<file path="src/rtl/tbs_regs.vh">
`ifndef TBS_REGS_VH
`define TBS_REGS_VH
// Device address on the two-wire bus (7 bit)
`define TBS_DEV_ADDR 7'h60
// Register indices
`define TBS_REG_CODE 8'h00
`define TBS_REG_CMD 8'h01
`define TBS_REG_ENA 8'h02
`define TBS_REG_SKIP 8'h03
`define TBS_REG_STAT 8'h04
// Command register fields
`define TBS_CMD_COMMIT 0
// Output level code: 0.68 V base, 10 mV step, 7 bits
`define TBS_CODE_W 7
`define TBS_CODE_BASE_MV 680
`define TBS_CODE_STEP_MV 10
// Fault timing in switching cycles
`define TBS_OC_WAIT 256
`define TBS_HICCUP 8192
`define TBS_PG_FALL 112
`define TBS_PG_RISE 616
`endif

</file>
<file path="src/rtl/tbs_supervisor.v">
// What this block does
// - Host switches channels, sets level, reads status
// - Channel 2 level from 7-bit code
// - New code acts only on commit
// - Divider sets level until code committed
// - Grounded or floating bus lines disable bus
// - Bus-less: enable pins and divider only
// - Continuous conduction unless pulse-skip enabled
// - Channel 1 clock opposite channels 2 and 3
// - Align cycles to external clock falling edge
// - Overcurrent past 256 cycles: hiccup 8192
// - Overvoltage holds high side off until below 105%
// - Power-ok high when all good, sequence done
// - Power-good comparators readable over bus
// - Over-temperature shuts down, restarts soft
// - Low bootstrap forces switch node low
// - Falling power-good deglitched 112 cycles
// - Rising power-good deglitched 616 cycles
`timescale 1ns/1ps
`default_nettype none
`include "tbs_regs.vh"
module tbs_supervisor (
  input wire clk,
  input wire rst_n,
  input wire scl_in,
  input wire sda_in,
  output reg sda_oe_q,
  input wire sw_clk,
  input wire ext_sync,
  input wire [2:0] channel_enable_pin,
  input wire [2:0] over_current,
  input wire [2:0] over_volt,
  input wire [2:0] fb_below_105,
  input wire [2:0] boot_low,
  input wire [2:0] pg_comp,
  input wire over_temp,
  input wire seq_done,
  output reg [2:0] chan_run_q,
  output reg [2:0] hs_block_q,
  output reg [2:0] switch_node_low_q,
  output reg [2:0] pulse_skip_operation_q,
  output reg [2:0] phase_clk_q,
  output reg ch2_use_internal_q,
  output reg [6:0] output_level_code_q,
  output reg restart_soft_q,
  output reg bus_mode_q,
  output reg power_ok_output_q
);
  localparam ST_IDLE = 4'b0001;
  localparam ST_ADDR = 4'b0010;
  localparam ST_DATA = 4'b0100;
  localparam ST_IGN = 4'b1000;

  // Two-stage synchronisers for bus, clock, sync and over-temperature pins
  reg [4:0] s1_q;
  reg [4:0] s2_q;
  reg [4:0] s3_q;
  always @(posedge clk or negedge rst_n)
  begin
    if (!rst_n)
    begin
      // Reset low: a bus is only taken as present once its pins are seen high
      s1_q <= 5'h00;
      s2_q <= 5'h00;
      s3_q <= 5'h00;
    end
    else
    begin
      s1_q <= {over_temp, ext_sync, sw_clk, sda_in, scl_in};
      s2_q <= s1_q;
      s3_q <= s2_q;
    end
  end
  wire scl = s2_q[0];
  wire sda = s2_q[1];
  wire scl_rise = scl && !s3_q[0];
  wire scl_fall = !scl && s3_q[0];
  wire start_c = scl && s3_q[0] && !sda && s3_q[1];
  wire stop_c = scl && s3_q[0] && sda && !s3_q[1];
  wire ext_fall = !s2_q[3] && s3_q[3];
  wire sw_rise = s2_q[2] && !s3_q[2];
  wire hot = s2_q[4];

  // Bus presence: both lines once seen high together enable the bus
  always @(posedge clk or negedge rst_n)
  begin
    if (!rst_n)
      bus_mode_q <= 1'b0;
    else if (scl && sda)
      bus_mode_q <= 1'b1;
  end

  // Switching tick: external sync falling edge overrides internal clock
  reg sync_seen_q;
  always @(posedge clk or negedge rst_n)
  begin
    if (!rst_n)
      sync_seen_q <= 1'b0;
    else if (ext_fall)
      sync_seen_q <= 1'b1;
  end
  // The first falling edge of the external clock already counts as a cycle
  wire sw_tick = ext_fall || (!sync_seen_q && sw_rise);

  reg ph_q;
  always @(posedge clk or negedge rst_n)
  begin
    if (!rst_n)
    begin
      ph_q <= 1'b0;
      phase_clk_q <= 3'h0;
    end
    else
    begin
      if (sw_tick)
        ph_q <= !ph_q;
      phase_clk_q <= {ph_q, ph_q, !ph_q};
    end
  end

  // Registers
  reg [6:0] code_q;
  reg [2:0] bus_en_q;
  reg [2:0] skip_q;
  reg [7:0] radr_q;
  reg [7:0] sh_q;
  reg [3:0] bit_q;
  reg [3:0] st_q;
  reg rw_q;
  reg ack_q;
  reg [7:0] rdata;
  always @*
  begin
    rdata = 8'h00;
    if (radr_q == `TBS_REG_CODE)
      rdata = {1'b0, code_q};
    else if (radr_q == `TBS_REG_CMD)
      rdata = {5'h00, pg_comp};
    else if (radr_q == `TBS_REG_ENA)
      rdata = {5'h00, bus_en_q};
    else if (radr_q == `TBS_REG_SKIP)
      rdata = {5'h00, skip_q};
    else if (radr_q == `TBS_REG_STAT)
      rdata = {4'h0, hot, pg_comp};
  end

  // Byte-wide target: bit_q counts 0..7 data, 8 is acknowledge
  always @(posedge clk or negedge rst_n)
  begin
    if (!rst_n)
    begin
      st_q <= ST_IDLE;
      bit_q <= 4'h0;
      sh_q <= 8'h00;
      rw_q <= 1'b0;
      ack_q <= 1'b0;
      sda_oe_q <= 1'b0;
      radr_q <= 8'h00;
      code_q <= 7'h00;
      bus_en_q <= 3'h7;
      skip_q <= 3'h0;
      output_level_code_q <= 7'h00;
      ch2_use_internal_q <= 1'b0;
    end
    else if (!bus_mode_q || start_c)
    begin
      // Bus-less mode holds the target in reset
      st_q <= bus_mode_q ? ST_ADDR : ST_IDLE;
      bit_q <= 4'h0;
      sda_oe_q <= 1'b0;
      ack_q <= 1'b0;
    end
    else if (stop_c)
    begin
      st_q <= ST_IDLE;
      sda_oe_q <= 1'b0;
    end
    else if (scl_rise && bit_q < 4'h8 && st_q != ST_IDLE)
    begin
      sh_q <= {sh_q[6:0], sda};
      bit_q <= bit_q + 4'h1;
    end
    else if (scl_rise && bit_q == 4'h8 && rw_q && st_q == ST_DATA && sda)
      st_q <= ST_IGN; // Master NACK ends the read
    else if (scl_fall && st_q != ST_IDLE && st_q != ST_IGN)
    begin
      if (bit_q == 4'h8 && !ack_q)
      begin
        ack_q <= 1'b1;
        if (st_q == ST_ADDR)
        begin
          if (sh_q[7:1] == `TBS_DEV_ADDR)
          begin
            rw_q <= sh_q[0];
            sda_oe_q <= 1'b1;
            if (sh_q[0])
              sh_q <= rdata;
          end
          else
            st_q <= ST_IGN;
        end
        else if (!rw_q)
        begin
          sda_oe_q <= 1'b1;
          if (bit_q == 4'h8 && radr_q == 8'hFF)
            radr_q <= sh_q;
          else
          begin
            if (radr_q == `TBS_REG_CODE)
              code_q <= sh_q[6:0];
            else if (radr_q == `TBS_REG_CMD && sh_q[`TBS_CMD_COMMIT])
            begin
              output_level_code_q <= code_q;
              ch2_use_internal_q <= 1'b1;
            end
            else if (radr_q == `TBS_REG_ENA)
              bus_en_q <= sh_q[2:0];
            else if (radr_q == `TBS_REG_SKIP)
              skip_q <= sh_q[2:0];
            radr_q <= radr_q + 8'h01;
          end
        end
        else
        begin
          // Release for the host's acknowledge; step so the next byte loads fresh data
          sda_oe_q <= 1'b0;
          radr_q <= radr_q + 8'h01;
        end
      end
      else if (bit_q == 4'h8)
      begin
        // Leaving acknowledge slot
        ack_q <= 1'b0;
        bit_q <= 4'h0;
        if (st_q == ST_ADDR)
        begin
          st_q <= ST_DATA;
          if (!rw_q)
            radr_q <= 8'hFF;
        end
        if (st_q == ST_DATA && rw_q)
          sh_q <= rdata;
        sda_oe_q <= rw_q && (st_q == ST_ADDR ? !sh_q[7] : !rdata[7]);
      end
      else if (rw_q && st_q == ST_DATA)
      begin
        // Each rising edge shifts, so the next bit to send sits on top
        sda_oe_q <= !sh_q[7];
      end
    end
  end

  // Over-temperature: stop all channels, restart through soft-start
  always @(posedge clk or negedge rst_n)
  begin
    if (!rst_n)
      restart_soft_q <= 1'b0;
    else
      restart_soft_q <= hot;
  end
  wire [2:0] ch_on = (bus_mode_q ? (bus_en_q & channel_enable_pin) : channel_enable_pin)
                     & {3{!hot}};

  wire [2:0] run_w;
  wire [2:0] hsb_w;
  wire [2:0] swl_w;
  genvar g;
  generate
    for (g = 0; g < 3; g = g + 1)
    begin : g_ch
      tbs_chan_guard u_guard (
        .clk(clk),
        .rst_n(rst_n),
        .sw_tick(sw_tick),
        .chan_on(ch_on[g]),
        .over_current(over_current[g]),
        .over_volt(over_volt[g]),
        .fb_below_105(fb_below_105[g]),
        .boot_low(boot_low[g]),
        .run_q(run_w[g]),
        .hs_block_q(hsb_w[g]),
        .sw_low_q(swl_w[g]),
        .oc_warn_q()
      );
    end
  endgenerate

  always @(posedge clk or negedge rst_n)
  begin
    if (!rst_n)
    begin
      chan_run_q <= 3'h0;
      hs_block_q <= 3'h0;
      switch_node_low_q <= 3'h0;
      pulse_skip_operation_q <= 3'h0;
    end
    else
    begin
      chan_run_q <= run_w;
      hs_block_q <= hsb_w;
      switch_node_low_q <= swl_w;
      pulse_skip_operation_q <= bus_mode_q ? skip_q : 3'h0;
    end
  end

  // Power-ok deglitch in switching cycles
  localparam [9:0] PG_FALL_END = `TBS_PG_FALL - 1;
  localparam [9:0] PG_RISE_END = `TBS_PG_RISE - 1;
  reg [9:0] pg_cnt_q;
  wire pg_raw = (&pg_comp) && seq_done && !hot;
  always @(posedge clk or negedge rst_n)
  begin
    if (!rst_n)
    begin
      pg_cnt_q <= 10'h000;
      power_ok_output_q <= 1'b0;
    end
    else if (pg_raw == power_ok_output_q)
      pg_cnt_q <= 10'h000;
    else if (sw_tick)
    begin
      if (!pg_raw && pg_cnt_q == PG_FALL_END)
      begin
        power_ok_output_q <= 1'b0;
        pg_cnt_q <= 10'h000;
      end
      else if (pg_raw && pg_cnt_q == PG_RISE_END)
      begin
        power_ok_output_q <= 1'b1;
        pg_cnt_q <= 10'h000;
      end
      else
        pg_cnt_q <= pg_cnt_q + 10'h001;
    end
  end
endmodule // tbs_supervisor
`default_nettype wire

</file>
<file path="src/rtl/tbs_chan_guard.v">
`timescale 1ns/1ps
`default_nettype none
`include "tbs_regs.vh"
// Per-channel overcurrent hiccup, overvoltage gate and bootstrap refresh
module tbs_chan_guard #(
  parameter HICCUP_CYC = `TBS_HICCUP
) (
  input wire clk,
  input wire rst_n,
  input wire sw_tick,
  input wire chan_on,
  input wire over_current,
  input wire over_volt,
  input wire fb_below_105,
  input wire boot_low,
  output reg run_q,
  output reg hs_block_q,
  output reg sw_low_q,
  output reg oc_warn_q
);
  reg [8:0] oc_cnt_q;
  reg [13:0] hic_cnt_q;
  reg hic_q;
  reg ov_hold_q;
  localparam [13:0] HIC_END = HICCUP_CYC - 1;
  localparam [8:0] OC_END = `TBS_OC_WAIT;

  always @(posedge clk or negedge rst_n)
  begin
    if (!rst_n)
    begin
      oc_cnt_q <= 9'h000;
      hic_cnt_q <= 14'h0000;
      hic_q <= 1'b0;
      ov_hold_q <= 1'b0;
      run_q <= 1'b0;
      hs_block_q <= 1'b0;
      sw_low_q <= 1'b0;
      oc_warn_q <= 1'b0;
    end
    else
    begin
      if (hic_q)
      begin
        oc_cnt_q <= 9'h000;
        if (sw_tick)
        begin
          if (hic_cnt_q == HIC_END)
          begin
            hic_q <= 1'b0;
            hic_cnt_q <= 14'h0000;
          end
          else
            hic_cnt_q <= hic_cnt_q + 14'h0001;
        end
      end
      else if (!over_current || !chan_on)
        oc_cnt_q <= 9'h000;
      else if (sw_tick)
      begin
        // More than the wait time: trip on the cycle after the count fills
        if (oc_cnt_q == OC_END)
          hic_q <= 1'b1;
        else
          oc_cnt_q <= oc_cnt_q + 9'h001;
      end
      if (over_volt)
        ov_hold_q <= 1'b1;
      else if (fb_below_105)
        ov_hold_q <= 1'b0;
      oc_warn_q <= over_current;
      run_q <= chan_on && !hic_q;
      hs_block_q <= ov_hold_q || over_volt || boot_low;
      sw_low_q <= boot_low && chan_on && !hic_q;
    end
  end
endmodule // tbs_chan_guard
`default_nettype wire

</file>
<file path="config.mk">
export PLATFORM = sky130hd
export DESIGN_NAME = tbs_supervisor
export DESIGN_NICKNAME = d
export VERILOG_FILES = /design/src/rtl/tbs_supervisor.v /design/src/rtl/tbs_chan_guard.v
export VERILOG_INCLUDE_DIRS = /design/src /design/src/rtl
export SDC_FILE = /design/constraint.sdc
export NUM_CORES = 1
export LEC_CHECK = 0
export BUFFER_PORTS_ARGS = -buffer_cell sky130_fd_sc_hd__buf_4
export CORE_MARGIN = 2
export CORE_UTILIZATION = 60
export CTS_CLUSTER_DIAMETER = 150
export DETAILED_ROUTE_END_ITERATION = 6
export PLACE_DENSITY = 0.79
export SYNTH_ARGS = -nofsm -noshare
export SYNTH_HDL_FRONTEND = slang
export SYNTH_HIERARCHICAL = 1
export SYNTH_SLANG_ARGS = --single-unit
</file>
<file path="constraint.sdc">
create_clock -name clk -period 4.1 [get_ports clk]
set_input_delay 0.205 -clock clk [delete_from_list [all_inputs] [get_ports clk]]
set_output_delay 0.205 -clock clk [all_outputs]
set_load 0.02 [all_outputs]
</file>
==> implementation parameters <==
Parameter                              Value

Clock tree
  Clk pin slew, worst setup/hold paths    0.07 ns
  Number of CTS-inserted buffers    17
  Worst-skew pair later-pin latency    0.43 ns
  CTS resizes    0
  Clock root cell    sky130_fd_sc_hd__clkbuf_16
  Clock tree from TritonCTS    yes
  Clock net sink count    175
  Max Root-Sink Buffers    2
  Post CTS Setup Buffer Count    0
  H-tree levels    4

Min path
  Hold Crit Class    in -> reg

STA
  Final period utilization    65.4%
  Minimum period implied by the final worst setup slack    2.68 ns
  Worst hold margin    0.0644 ns
  Maximum achievable frequency    373 MHz
  Sum of negative setup slack    0 ns
  Worst Tran Pin Value    1.03 ns
  Tightest slew margin relative to the limit    31.1%
  Worst clock skew    0.0104 ns
  Unrepaired setup endpoints after global routing    no
  Number of failing hold endpoints at the final stage    0
  Total of endpoints with negative setup slack in the final report    0
  Total count of max-transition violations in the final report    0

Drt
  Via count    6181
  Drt total wl    17300 µm
  # DRC    0
  Routed length per instance    16.7 µm
  Via count normalized by instance count    5.95
  Number of optimization iterations in the first detailed-route pass    5
  Residual antenna-violating net count after detailed routing    0
  Violation count after the first detailed-routing iteration    524

Power
  Leakage power figure    4.40 nW
  Max rail drop VDD    0.524 mV
  Pwr/cell area    417 nW/µm²

Die
  Number of placed I/O pins    53
  Effective utilization at floorplan    61.1%
  Die area    15000 µm²
  Floorplan core area    13800 µm²
  Row cnt    43
  Height of the die    123 µm
  Die width    123 µm

Cells and area
  Count of inserted antenna diode cells    0
  Area growth from synthesis to layout    15.0%
  Fraction of final layout cells sized beyond drive strength 1    18.9%
  Final cell count without fillers    1039
  Finished layout cell area    9710 µm²
  Final-layout fill cell count    972
  Net count, final    889

Logic synthesis
  Warnings, synthesis    6
  Avg Cell Area, Syn    10.8 µm²
  Synthesized net count    821
  Netlist area before placement    8440 µm²
  Synth Instances    779

Global route
  Pin count of the biggest net entering global routing    104
  Antenna violations before repair    0
  Number of global-route vias before repair    6082
  Overall track demand over capacity in global routing    24.9%
  Total congestion overflow after global routing    0
  First-pass GRT wire length    29100 µm

Place
  Number of instances in the placed design    996
  Port Buffer Count    52
  Instance area after placement    9000 µm²
  Placer congestion estimate    0.886
  Sum of net half-perimeters after detailed placement    12000 µm

Critical path
  Family with the most delay on the worst path    simple AND/OR/NAND/NOR gates
  Capturing element type of the critical path    flip-flop
  Highest fanout seen on the critical path    18
  Delay of the slowest cell on the worst path    0.81 ns
  Setup Crit Path Kind    reg -> reg
  Worst Path Required    4.41 ns
  Slowest cell on the critical path    sky130_fd_sc_hd__nor4b_4
  Startpoint type of the worst setup path    flip-flop
  Buffering stage count on the worst path with inverters included    0
  Worst EP arrival    3.00 ns
  Cells along the critical path    nor4b_1, nor4b_4, a21oi_2, or4_1, mux2_4

Status
  Status    finished clean

Run
  Max Cap Viol    0
==> flip-flops by register name, summed over array words and instances (netlist names), 4 cells and up <==
| name | cells |
|---|---|
| radr_q | 8 |
| output_level_code_q | 7 |
| g_ch.u_guard/hic_cnt_q | 42 |
| bit_q | 4 |
| s1_q | 5 |
| st_q | 4 |
| code_q | 7 |
| s2_q | 5 |
| s3_q | 4 |
| pg_cnt_q | 10 |
| g_ch.u_guard/oc_cnt_q | 27 |
| sh_q | 8 |
==> final timing paths <==
kind | slack, ns | cells after the start | to | start
worst max-delay path | 1.42 | 5 | sh_q[5] | st_q[3]
worst min-delay path | 0.06 | 3 | g_ch[1].u_guard/ov_hold_q | fb_below_105[1]
worst max register to register | 1.42 | 5 | sh_q[5] | st_q[3]
worst min register to register | 0.35 | 0 | switch_node_low_q[0] | g_ch[0].u_guard/sw_low_q
max in group asynchronous | 2.63 | 3 | g_ch[0].u_guard/oc_cnt_q[7] | rst_n
min in group asynchronous | 0.45 | 2 | g_ch[1].u_guard/hic_cnt_q[5] | rst_n
==> metrics by stage <==
step	utilization, %	setup WS [ns]	power, mW
after global placement	65.1	1.56	2.43
after global routing	70.2	1.28	4.22
final	70.2	1.42	4.05
after CTS	70.2	1.44	4.08
after floorplan	-	1.83	2.28
after detailed placement	65.1	1.45	2.47
==> metal layers <==
metal | vias up | wire (µm) | track usage (%)
met2 | 149 | 8350 | 39.8
met4 | 0 | 267 | 8.98
met5 | - | 0 | 0
met1 | 3071 | 7980 | 33.3
li1 | 2938 | - | -
met3 | 23 | 712 | 5.95
==> cells in the final DEF, fill, tap and decap left out, types with 5 or more instances in the layout <==
| cell | n |
|---|---|
| sky130_fd_sc_hd__mux2i_1 | 7 |
| sky130_fd_sc_hd__clkbuf_8 | 5 |
| sky130_fd_sc_hd__nand3_1 | 28 |
| sky130_fd_sc_hd__dlygate4sd3_1 | 12 |
| sky130_fd_sc_hd__and2_1 | 10 |
| sky130_fd_sc_hd__xnor2_1 | 26 |
| sky130_fd_sc_hd__or3_1 | 16 |
| sky130_fd_sc_hd__buf_4 | 55 |
| sky130_fd_sc_hd__or4b_4 | 6 |
| sky130_fd_sc_hd__or4_1 | 7 |
| sky130_fd_sc_hd__a32o_1 | 5 |
| sky130_fd_sc_hd__o21ai_0 | 28 |
| sky130_fd_sc_hd__nand2_1 | 71 |
| sky130_fd_sc_hd__nor4_1 | 9 |
| sky130_fd_sc_hd__mux2_2 | 28 |
| sky130_fd_sc_hd__dfrtp_1 | 171 |
| sky130_fd_sc_hd__clkbuf_16 | 17 |
| sky130_fd_sc_hd__nor2_1 | 61 |
| sky130_fd_sc_hd__xor2_1 | 26 |
| sky130_fd_sc_hd__mux2_4 | 5 |
| sky130_fd_sc_hd__nand4_1 | 27 |
| sky130_fd_sc_hd__a31oi_1 | 7 |
| sky130_fd_sc_hd__nor3_1 | 28 |
| sky130_fd_sc_hd__inv_1 | 27 |
| sky130_fd_sc_hd__nor2b_1 | 6 |
| sky130_fd_sc_hd__ha_1 | 16 |
| sky130_fd_sc_hd__a21o_1 | 13 |
| sky130_fd_sc_hd__nand2b_1 | 8 |
| sky130_fd_sc_hd__a21oi_1 | 29 |
==> power breakdown <==
| part | total, mW | switching (mW) | internal (mW) |
|---|---|---|---|
| logic | 0.517 | 0.302 | 0.215 |
| registers | 1.94 | 0.126 | 1.81 |
| clock network | 1.59 | 0.622 | 0.971 |
| total | 4.05 | 1.05 | 3.00 |
==> worst reg2reg max path: cells and delay by family, from the launching register on <==
| family | cells | cell delay [ns] |
|---|---|---|
| AOI/OAI and AO/OA | 1 | 0.06 |
| and+or+nand+nor | 3 | 1.68 |
| DFF | 1 | 0.46 |
| muxes | 1 | 0.38 |
==> final cells by class <==
cell class,count,area (µm²),share of cell area (%)
flip-flops and latches,175,4380,45.2
well taps,180,225,2.32
clock inverters,6,80.1,0.825
inverters,27,101,1.04
repair buffers,68,544,5.61
clock buffers,25,505,5.21
multi-input cells,558,3870,39.8
==> what timing repair did <==
item | in CTS | in global routing
endpoints found under the hold margin | 110 | 0
endpoints found under the setup margin | 0 | 0
hold buffers | 12 | 0
Note: power is estimated with default switching activity, not from simulation.
